### config.mk
export PLATFORM = sky130hd
export DESIGN_NAME = operand_address_generator
export DESIGN_NICKNAME = d
export VERILOG_FILES = /design/src/inc/oag_pkg.sv /design/src/opcode_classifier.sv /design/src/operand_address_generator.sv
export SDC_FILE = /design/constraint.sdc
export NUM_CORES = 1
export LEC_CHECK = 0
export BUFFER_PORTS_ARGS = -buffer_cell sky130_fd_sc_hd__buf_2
export CORE_UTILIZATION = 46
export CTS_CLUSTER_DIAMETER = 80
export DETAILED_ROUTE_END_ITERATION = 10
export HOLD_SLACK_MARGIN = 0.03
export PLACE_DENSITY = 0.71
export SLEW_MARGIN = 30
export SYNTH_ARGS = -nofsm -noshare
export SYNTH_HDL_FRONTEND = slang
export SYNTH_SLANG_ARGS = --single-unit
### constraint.sdc
create_clock -name clk_in -period 10.1 [get_ports clk_in]
set_input_delay 3.03 -clock clk_in [delete_from_list [all_inputs] [get_ports clk_in]]
set_output_delay 3.03 -clock clk_in [all_outputs]
set_load 0.01 [all_outputs]
### src/inc/oag_pkg.sv
// Package of types and constants for the operand address generator.
package oag_pkg;

  // ==========================================================================
  // Modes and categories
  // ==========================================================================
  // Addressing modes; bit-test branches get their own code because they
  // combine a direct operand with a relative target.
  typedef enum logic [3:0] {
    MODE_INH, MODE_IMM, MODE_DIR, MODE_EXT,
    MODE_IX, MODE_IX1, MODE_IX2, MODE_REL, MODE_BIT_BRANCH
  } mode_e;

  // The five instruction categories.
  typedef enum logic [2:0] {
    CAT_REG_MEM, CAT_RMW, CAT_JUMP_BRANCH, CAT_BIT_MANIP, CAT_CONTROL
  } category_e;

  // ==========================================================================
  // Opcode map fields
  // ==========================================================================
  localparam logic [3:0] ROW_BIT_BRANCH = 4'h0; // Bit test and branch.
  localparam logic [3:0] ROW_BIT_SET    = 4'h1; // Bit set and clear.
  localparam logic [3:0] ROW_BRANCH     = 4'h2; // Relative branches.
  localparam logic [3:0] ROW_RMW_DIR    = 4'h3; // Read-modify-write, direct.
  localparam logic [3:0] ROW_RMW_ACC    = 4'h4; // On the accumulator.
  localparam logic [3:0] ROW_RMW_IDX    = 4'h5; // On the index register.
  localparam logic [3:0] ROW_RMW_IX1    = 4'h6; // Indexed 8-bit offset.
  localparam logic [3:0] ROW_RMW_IX     = 4'h7; // Indexed, no offset.
  localparam logic [3:0] ROW_CTRL_LO    = 4'h8; // Control, first row.
  localparam logic [3:0] ROW_CTRL_HI    = 4'h9; // Control, second row.
  localparam logic [3:0] ROW_IMM        = 4'hA; // Register/memory rows.
  localparam logic [3:0] ROW_DIR        = 4'hB;
  localparam logic [3:0] ROW_EXT        = 4'hC;
  localparam logic [3:0] ROW_IX2        = 4'hD;
  localparam logic [3:0] ROW_IX1        = 4'hE;
  localparam logic [3:0] ROW_IX         = 4'hF;
  localparam logic [3:0] COL_TEST_NZ    = 4'hD; // test_negative_zero column.
  localparam logic [3:0] COL_JUMP       = 4'hC; // Jump column.
  localparam logic [3:0] COL_SUBR       = 4'hD; // Subroutine call column.
  localparam int         BIT_SEL_LSB    = 1;    // Bit number field of opcode.
  localparam int         BIT_POL_POS    = 0;    // 1 = branch_if_bit_clear.

  // ==========================================================================
  // Lengths and address constants
  // ==========================================================================
  localparam logic [1:0] LEN_ONE   = 2'h1;
  localparam logic [1:0] LEN_TWO   = 2'h2;
  localparam logic [1:0] LEN_THREE = 2'h3;
  localparam logic [7:0] PAGE_ZERO = 8'h00;  // High byte of page-zero modes.
  localparam logic [15:0] IX1_TOP  = 16'h01FE; // Highest 8-bit-offset reach.
  localparam logic [15:0] PC_RESET = 16'h0000;

  // ==========================================================================
  // Carriers
  // ==========================================================================
  // One instruction as fetched, with the CPU state the address needs.
  typedef struct packed {
    logic [7:0]  opcode;    // First byte.
    logic [7:0]  byte1;     // Byte after the opcode.
    logic [7:0]  byte2;     // Third byte.
    logic [7:0]  index;     // Index register.
    logic [15:0] pc;        // Address of the opcode.
    logic        cond;      // Branch condition from the CPU flags.
    logic [7:0]  bit_data;  // Operand byte for bit-test branches.
  } decode_req_s;

  // Decoded instruction.
  typedef struct packed {
    mode_e       mode;
    category_e   category;
    logic [1:0]  length;
    logic        has_addr;     // operand_addr is meaningful.
    logic [15:0] operand_addr;
    logic        has_imm;      // imm_data is meaningful.
    logic [7:0]  imm_data;
    logic [15:0] next_pc;      // Sequential successor.
    logic [15:0] branch_pc;    // Program counter after this instruction.
    logic        take_branch;
    logic        carry_load;   // Carry flag is to be loaded.
    logic        carry;
    logic        writeback;    // Read-modify-write stores a result.
  } result_s;

endpackage

### src/opcode_classifier.sv
// Opcode classifier: addressing mode, category, length and write-back.
`timescale 1ns/1ps
module opcode_classifier (
  input  wire logic [7:0]         opcode_in,
  output oag_pkg::mode_e          mode_out,
  output oag_pkg::category_e      category_out,
  output logic [1:0]              length_out,
  output logic                    writeback_out
);

  // ==========================================================================
  // Field split
  // ==========================================================================
  wire [3:0] row = opcode_in[7:4]; // Selects mode and category.
  wire [3:0] col = opcode_in[3:0]; // Selects the operation.

  // ==========================================================================
  // Mode and category
  // ==========================================================================
  // Pure combinational decode so the top can register all results together.
  always_comb begin
    mode_out      = oag_pkg::MODE_INH;
    category_out  = oag_pkg::CAT_CONTROL;
    writeback_out = 1'b0;
    case (row)
      oag_pkg::ROW_BIT_BRANCH: begin
        mode_out     = oag_pkg::MODE_BIT_BRANCH;
        category_out = oag_pkg::CAT_BIT_MANIP;
      end
      oag_pkg::ROW_BIT_SET: begin
        mode_out      = oag_pkg::MODE_DIR;
        category_out  = oag_pkg::CAT_BIT_MANIP;
        writeback_out = 1'b1;
      end
      oag_pkg::ROW_BRANCH: begin
        mode_out     = oag_pkg::MODE_REL;
        category_out = oag_pkg::CAT_JUMP_BRANCH;
      end
      oag_pkg::ROW_RMW_DIR, oag_pkg::ROW_RMW_ACC, oag_pkg::ROW_RMW_IDX,
      oag_pkg::ROW_RMW_IX1, oag_pkg::ROW_RMW_IX: begin
        category_out  = oag_pkg::CAT_RMW;
        writeback_out = (col != oag_pkg::COL_TEST_NZ);
        if (row == oag_pkg::ROW_RMW_DIR) begin
          mode_out = oag_pkg::MODE_DIR;
        end else if (row == oag_pkg::ROW_RMW_IX1) begin
          mode_out = oag_pkg::MODE_IX1;
        end else if (row == oag_pkg::ROW_RMW_IX) begin
          mode_out = oag_pkg::MODE_IX;
        end else begin
          mode_out = oag_pkg::MODE_INH;
        end
      end
      oag_pkg::ROW_CTRL_LO, oag_pkg::ROW_CTRL_HI: begin
        mode_out     = oag_pkg::MODE_INH;
        category_out = oag_pkg::CAT_CONTROL;
      end
      default: begin
        // Register/memory rows; jump columns reuse the row's addressing mode, save the subroutine column of the immediate row, which is relative.
        category_out = (col == oag_pkg::COL_JUMP || col == oag_pkg::COL_SUBR)
                       ? oag_pkg::CAT_JUMP_BRANCH : oag_pkg::CAT_REG_MEM;
        if (row == oag_pkg::ROW_IMM) begin
          mode_out = (col == oag_pkg::COL_SUBR) ? oag_pkg::MODE_REL
                                                : oag_pkg::MODE_IMM;
        end else if (row == oag_pkg::ROW_DIR) begin
          mode_out = oag_pkg::MODE_DIR;
        end else if (row == oag_pkg::ROW_EXT) begin
          mode_out = oag_pkg::MODE_EXT;
        end else if (row == oag_pkg::ROW_IX2) begin
          mode_out = oag_pkg::MODE_IX2;
        end else if (row == oag_pkg::ROW_IX1) begin
          mode_out = oag_pkg::MODE_IX1;
        end else begin
          mode_out = oag_pkg::MODE_IX;
        end
      end
    endcase
  end

  // ==========================================================================
  // Length
  // ==========================================================================
  // Length follows from the mode alone.
  always_comb begin
    case (mode_out)
      oag_pkg::MODE_INH, oag_pkg::MODE_IX:   length_out = oag_pkg::LEN_ONE;
      oag_pkg::MODE_EXT, oag_pkg::MODE_IX2,
      oag_pkg::MODE_BIT_BRANCH:              length_out = oag_pkg::LEN_THREE;
      default:                               length_out = oag_pkg::LEN_TWO;
    endcase
  end

endmodule

### src/operand_address_generator.sv
// Operand address generator: decodes an instruction and forms its addresses.
`timescale 1ns/1ps
module operand_address_generator (
  input  wire logic                clk_in,
  input  wire logic                rst_b_in,
  input  wire logic                req_valid_in,
  input  wire oag_pkg::decode_req_s req_in,
  output logic                     valid_out,
  output oag_pkg::result_s         result_out
);

  // ==========================================================================
  // Classification
  // ==========================================================================
  oag_pkg::mode_e     cls_mode;      // Mode of the offered opcode.
  oag_pkg::category_e cls_category;  // Category of the offered opcode.
  logic [1:0]         cls_length;    // Byte count of the offered opcode.
  logic               cls_writeback; // Whether a result is stored back.

  opcode_classifier u_classifier (
    .opcode_in     (req_in.opcode),
    .mode_out      (cls_mode),
    .category_out  (cls_category),
    .length_out    (cls_length),
    .writeback_out (cls_writeback)
  );

  // ==========================================================================
  // Address arithmetic
  // ==========================================================================
  // Page-zero forms share one high byte of zero.
  wire [15:0] addr_dir = {oag_pkg::PAGE_ZERO, req_in.byte1};
  wire [15:0] addr_ext = {req_in.byte1, req_in.byte2};
  wire [15:0] addr_ix  = {oag_pkg::PAGE_ZERO, req_in.index};
  // Unsigned 9-bit sum; carry lands in bit 8, so the reach ends at 510.
  wire [15:0] addr_ix1 = {7'h00, {1'b0, req_in.index} + {1'b0, req_in.byte1}};
  // The carry out of bit 15 is dropped on purpose: the space wraps.
  wire [15:0] addr_ix2 = 16'(addr_ix + addr_ext);

  // Successor address, measured from the opcode address by the length.
  wire [15:0] next_pc  = 16'(req_in.pc + {14'h0000, cls_length});
  // Bit-test branches carry the offset in the third byte.
  wire [7:0]  rel_off  = (cls_mode == oag_pkg::MODE_BIT_BRANCH)
                         ? req_in.byte2 : req_in.byte1;
  wire [15:0] rel_dest = 16'(next_pc + {{8{rel_off[7]}}, rel_off});

  // ==========================================================================
  // Bit test
  // ==========================================================================
  // Tested bit number and polarity come from the opcode itself.
  wire [2:0] bit_sel    = req_in.opcode[oag_pkg::BIT_SEL_LSB +: 3];
  wire       bit_value  = req_in.bit_data[bit_sel];
  wire       bit_clr    = req_in.opcode[oag_pkg::BIT_POL_POS];
  wire       bit_branch = (cls_mode == oag_pkg::MODE_BIT_BRANCH);
  wire       bit_true   = bit_clr ? ~bit_value : bit_value;

  // ==========================================================================
  // Operand address select
  // ==========================================================================
  logic [15:0] sel_addr; // Effective operand address.
  logic        sel_has;  // A memory operand exists.

  // Inherent, immediate and relative forms name no memory operand.
  always_comb begin
    sel_addr = 16'h0000;
    sel_has  = 1'b1;
    case (cls_mode)
      oag_pkg::MODE_DIR, oag_pkg::MODE_BIT_BRANCH: sel_addr = addr_dir;
      oag_pkg::MODE_EXT: sel_addr = addr_ext;
      oag_pkg::MODE_IX:  sel_addr = addr_ix;
      oag_pkg::MODE_IX1: sel_addr = addr_ix1;
      oag_pkg::MODE_IX2: sel_addr = addr_ix2;
      default:           sel_has  = 1'b0;
    endcase
  end

  // ==========================================================================
  // Branch resolution
  // ==========================================================================
  // Jumps through memory operands take the operand address as target.
  wire is_rel  = (cls_mode == oag_pkg::MODE_REL) || bit_branch;
  wire rel_go  = bit_branch ? bit_true : req_in.cond;
  wire is_jump = (cls_category == oag_pkg::CAT_JUMP_BRANCH) && !is_rel;
  wire take    = is_rel ? rel_go : is_jump;
  wire [15:0] dest = !take ? next_pc : (is_rel ? rel_dest : sel_addr);

  // ==========================================================================
  // Next result
  // ==========================================================================
  oag_pkg::result_s next_result; // Result assembled from the request.

  always_comb begin
    next_result              = '0;
    next_result.mode         = cls_mode;
    next_result.category     = cls_category;
    next_result.length       = cls_length;
    next_result.has_addr     = sel_has;
    next_result.operand_addr = sel_addr;
    next_result.has_imm      = (cls_mode == oag_pkg::MODE_IMM);
    next_result.imm_data     = req_in.byte1;
    next_result.next_pc      = next_pc;
    next_result.branch_pc    = dest;
    next_result.take_branch  = take;
    next_result.carry_load   = bit_branch;
    next_result.carry        = bit_value;
    next_result.writeback    = cls_writeback;
  end

  // ==========================================================================
  // Output registers
  // ==========================================================================
  // One cycle of latency keeps every output on a flip-flop; the result
  // holds until the next request so the CPU may sample it late.
  always_ff @(posedge clk_in) begin
    if (!rst_b_in) begin
      valid_out  <= 1'b0;
      result_out <= '0;
    end else begin
      valid_out <= req_valid_in;
      if (req_valid_in) begin
        result_out <= next_result;
      end
    end
  end
endmodule

# Word level (Yosys, flattened, before mapping)
# Index checks and enable logic that the tools add are counted.
# op_classes
addsub	4
magnitude_cmp	1
eq_ne	26
muxes	24
bitwise	1
reduce_logical	13
# ops
operator	count
$pmux W16 S5	1
$eq A4 B4 Y1 const B	10
$eq A4 B3 Y1 const B	8
$mux W16	2
$mux W4	6
$pmux W4 S5	1
$add A16 B16 Y16	1
$add A16 B2 Y16	1
$add A8 B16 Y16	1
$eq A4 B2 Y1 const B	4
$pmux W3 S4	1
$add A8 B8 Y9	1
$eq A4 B1 Y1 const B	2
$logic_not A4 Y1	2
$mux W8	1
$reduce_or A2 Y1	4
$mux W1	6
$mux W3	2
$reduce_or A6 Y1	1
$reduce_or A5 Y1	1
$lt A3 B4 Y1 const B	1
$ne A4 B4 Y1 const B	1
$pmux W2 S2	1
$bmux W1 S3	1
8 further kinds	9
# totals
ff_bits	72
in_bits	60
out_inout_bits	72
wordCells	83

# Depth between registers and ports, before layout
# logic_depth
depth_word	14
depth_mapped	24

# Cells and area by module
# From an unflattened synthesis, not the netlist that was laid out.
# unflattened
hier_cells	661
hier_area_um2	5378.9
# by_module_without_submodules
module	instances	cells_per_inst	area_each_um2	seq_area_each_um2
operand_address_generator	1	628	5171.2	1441.4
opcode_classifier	1	33	207.7	0.0

# Worst setup path before layout
# No wires, ideal clock.
# synth_timing
path_kind	input to register
from	input req_in[54] in the netlist's numbering
to	register result_out[19] in the netlist's numbering
setup_ns	0.122
arrival_time_ns	7.582
setup_slack_ns	2.396
path_stages	23
path_buffers	3
cell_sequence	clkbuf_1 nor2b_1 clkbuf_1 and2_1 clkbuf_1 o22a_1 nor3_1 inv_1 ha_1 a21oi_1 nor2_1 xnor2_1 inv_1 ha_1 or4_1 or2_0 o221ai_1 nand3b_1 a41oi_1 o31a_1 o21a_1 o311ai_1 o21ai_1
# synth_via
elab_chain_cells	14
# synth_lines
element	line_no	source
start, declared	operand_address_generator.sv:7	input wire oag_pkg::decode_req_s req_in,
$eq A4 B4 Y1	opcode_classifier.sv:70	end else if (row == oag_pkg::ROW_IX1) begin
$mux W1	opcode_classifier.sv:70	
$mux W4	opcode_classifier.sv:68	end else if (row == oag_pkg::ROW_IX2) begin
$mux W4	opcode_classifier.sv:66	end else if (row == oag_pkg::ROW_EXT) begin
$mux W4	opcode_classifier.sv:64	end else if (row == oag_pkg::ROW_DIR) begin
$mux W4	opcode_classifier.sv:61	if (row == oag_pkg::ROW_IMM) begin
$pmux W4 S5 *	opcode_classifier.sv:25	case (row)
$eq A4 B4 Y1, or another cell as far along	opcode_classifier.sv:84	case (mode_out)
$reduce_or A3 Y1 or $reduce_or A2 Y1 (tied branches)	opcode_classifier.sv:84	
$pmux W2 S2 *	opcode_classifier.sv:84	
net cls_length[1]	operand_address_generator.sv:17	logic [1:0] cls_length;
$add A16 B2 Y16 *	operand_address_generator.sv:41	wire [15:0] next_pc = 16'(req_in.pc + {14'h0000, cls_length});
net next_pc[5]	operand_address_generator.sv:41	
$add A16 B16 Y16 *	operand_address_generator.sv:45	wire [15:0] rel_dest = 16'(next_pc + {{8{rel_off[7]}}, rel_off});
$mux W16 * (2 in a row)	operand_address_generator.sv:85	wire [15:0] dest = !take ? next_pc : (is_rel ? rel_dest : sel_addr);
end signal, assigned	operand_address_generator.sv:121	result_out <= next_result;
end, declared	operand_address_generator.sv:9	output oag_pkg::result_s result_out
# Mark *: on every way through the listed nets, which the timed path passes. The rest lies on a longest branch.
# A chain may end at the register's enable or synchronous reset.

# Worst setup path after layout
# Same ends and word-level chain as after synthesis.

==> results.cfg <==
[detailed_routing]
drtPass1Iterations = 6
wl_per_cell_um = 18.0
ant_nets = 0
vias_per_cell = 5.83
drt_wl_total_mm = 16.4
drc_errors = 0
drt_iter0_markers = 434
vias = 5287

[synth]
synth_cell_type_count = 65
yosysTopAreaCell = dfxtp_1
ys_seq_area_frac = 0.278
ys_seq_elements = 72
yosys-top-cells-area = dfxtp_1 (28%), ha_1 (7.7%), nor2_1 (6.9%), xnor2_1 (5.4%), mux2i_1 (4.8%)
synth_edf_count = 0
syn_inst = 651
syn_area_mm2 = 0.00518
syn_nets = 747
yosysTopAreaCellShare = 0.278
yosysWarnings = 0
synth-async-reset-ratio = 0
yosys_most_used_dff = dfxtp_1
avgSynthCellArea_um2 = 7.96

[status]
status = complete, no violations

[cts]
cts_tree = built
cts-root-buf = clkbuf_8
cts-resized-gates = 0
cts_setup_buffers = 0
cts-buffers-inserted = 9
cts_hold_buf = 0
clock_sinks = 72
htree_levels = 3
clk_pin_slew_worst_paths_ns = 0.08
clk_latency_ns = 0.37
clock_path_buffers = 2

[grt]
globalRouteTotalUtil = 0.289
grt_pass1_vias = 4879
overflow = 0
grt_pass1_wl_mm = 25.6
antenna_found_initial = 0
grt_start_max_net_pins = 72

[place]
post-dp-hpwl_mm = 12.4
port_buffers = 131
gp_congestion = 1.04
placed_area_mm2 = 0.00591
pre_cts_ws_ns = 1.69

[cells_and_area]
area_growth_pct = 18.3
drive_above_1_share = 0.223
diodes = 0
final_cell_mix = buf_2 (130), nor2_1 (95), dfxtp_1 (72)
stdcell_area_mm2 = 0.00613
nets = 858
mostFrequentLayoutCell = buf_2
n_fill_cell = 1045

[critical_path]
critPathLaunch = req_in[54]
crit_path_end_kind = flip-flop
r2r_cells = 4
r2r_start = result_out[19]$_SDFFE_PN0P_
worst-r2r-setup-slack_ns = 9.15
path_class = input pin to flip-flop
worstSetupStartpointType = input pin
arrival_ns = 8.39
required_ns = 10.36
cp_max_fo = 20
r2r-end = result_out[19]$_SDFFE_PN0P_

[floorplanning]
num_io_pins = 132
die_w_um = 108
num_rows = 38
start_util = 0.476
core-area_mm2 = 0.0109
die-area_mm2 = 0.0117
die_h_um = 108

[sta]
fin_skew_ns = 0
relSlewSlack = 0.419
setup_violations = 0
fmax_mhz = 123
worst_slack_ns = 1.97
min_period_ns = 8.13
rsz0062_at_grt = no
setup_tns_ns = 0
hold_violations = 0
fin_hold_ws_ns = 0.470
timing.final.crit_share = 0.805
slew_viol_final = 0
worst_slew_pin_slew_ns = 0.865

[min_path]
holdPathEnd = result_out[2]$_SDFFE_PN0P_
hold_class = flip-flop to flip-flop
hp-start = result_out[2]$_SDFFE_PN0P_
holdPathStages = 2

[power]
power.internal_uw = 546
pwr-share-clk = 0.312
power_density_mw_per_mm2 = 135
pwr-share-seq = 0.378
p_sw_frac = 0.339
p_sw_uw = 279
p_total_uw = 825
power_frac_comb = 0.310
ir_worst_vdd_mv = 0.0965
power.leakage_uw = 0.00273

[job]
max_cap_violations = 0
-- kinds of logic after synthesis --
family                   after synthesis  share of synthesized area
flip-flops                            72                      0.278
buffers and inverters                 59                     0.0445
multiplexers                          38                     0.0814
XOR/XNOR                              42                     0.0710
adder cells (fa/ha/maj)               36                     0.0928
AO/OA/AOI/OAI                        184                      0.237
AND/OR/NAND/NOR                      220                      0.195
-- layout make-up --
class | count | area, um^2 | area share
multi-input combinational | 520 | 3520 | 0.574
sequential | 72 | 1440 | 0.235
timing repair buffer | 135 | 688 | 0.112
tap | 140 | 175 | 0.0286
clock buffer | 11 | 131 | 0.0214
inverter | 24 | 91.3 | 0.0149
clock inverter | 5 | 81.3 | 0.0133
-- flip-flops by register name, summed over array words and instances, names as in the netlist --
register	cells
valid_out	1
result_out	71
-- how the worst max path moves through the flow --
stage | endpoint | slack (ns) | cells after the start
after floorplan | result_out[19]$_SDFFE_PN0P_ | 2.40 | 23
after global placement | result_out[19]$_SDFFE_PN0P_ | 1.96 | 21
after detailed placement | result_out[19]$_SDFFE_PN0P_ | 1.69 | 21
after CTS | result_out[19]$_SDFFE_PN0P_ | 2.06 | 21
after global routing | result_out[19]$_SDFFE_PN0P_ | 1.64 | 21
final | result_out[19]$_SDFFE_PN0P_ | 1.97 | 21
-- power groups by stage --
stage / Clock, uW / Combinational, uW / Sequential (uW)
6_report: 257 / 256 / 312
3_5_place_dp: 0 / 251 / 318
3_3_place_gp: 0 / 246 / 318
5_1_grt: 273 / 282 / 313
4_1_cts: 261 / 253 / 312
2_1_floorplan: 0 / 162 / 326
-- through the flow --
stage	util	instances
2_1_floorplan	-	651
3_3_place_gp	0.542	891
3_5_place_dp	0.543	891
4_1_cts	0.563	907
5_1_grt	0.563	907
6_report	0.563	907
-- worst max-delay path, cell delays in order --
cell      delay, ns
buf_2          0.34
nor2b_1        0.23
and2_1         0.33
o22a_1         0.27
nor3_1         0.46
inv_1          0.10
ha_1           0.29
a21oi_1        0.35
nor2_1         0.11
xnor2_1        0.29
inv_1          0.10
ha_1           0.25
or4_1          0.56
or2_0          0.23
o221ai_1       0.26
nand3b_1       0.18
a41oi_1        0.18
o31a_1         0.28
o21a_1         0.18
o311ai_1       0.27
o21ai_1        0.10
-- routing by layer --
layer,up-vias,GRT usage,part of all wire
met5,-,0,0
met4,0,0.102,0.019
met3,25,0.0627,0.087
met2,214,0.444,0.44
met1,2453,0.396,0.45
li1,2595,-,-
-- Yosys cell counts, types with 4 or more instances --
library cell and instances:
nor2_1 95, dfxtp_1 72, nand2_1 46, a21oi_1 43
o21ai_0 36, ha_1 32, xnor2_1 32, a211oi_1 26
clkbuf_1 26, mux2i_1 25, nor3_1 24, inv_1 22
nand3_1 15, xor2_1 10, mux2_2 9, o21a_1 9
a21o_1 8, buf_1 8, nor2b_1 6, o22ai_1 6
a31oi_1 5, and3_1 5, o21ai_1 5, fa_1 4
nand4_1 4, o211ai_1 4, o221ai_1 4
Power figures use the tool's default switching activity.
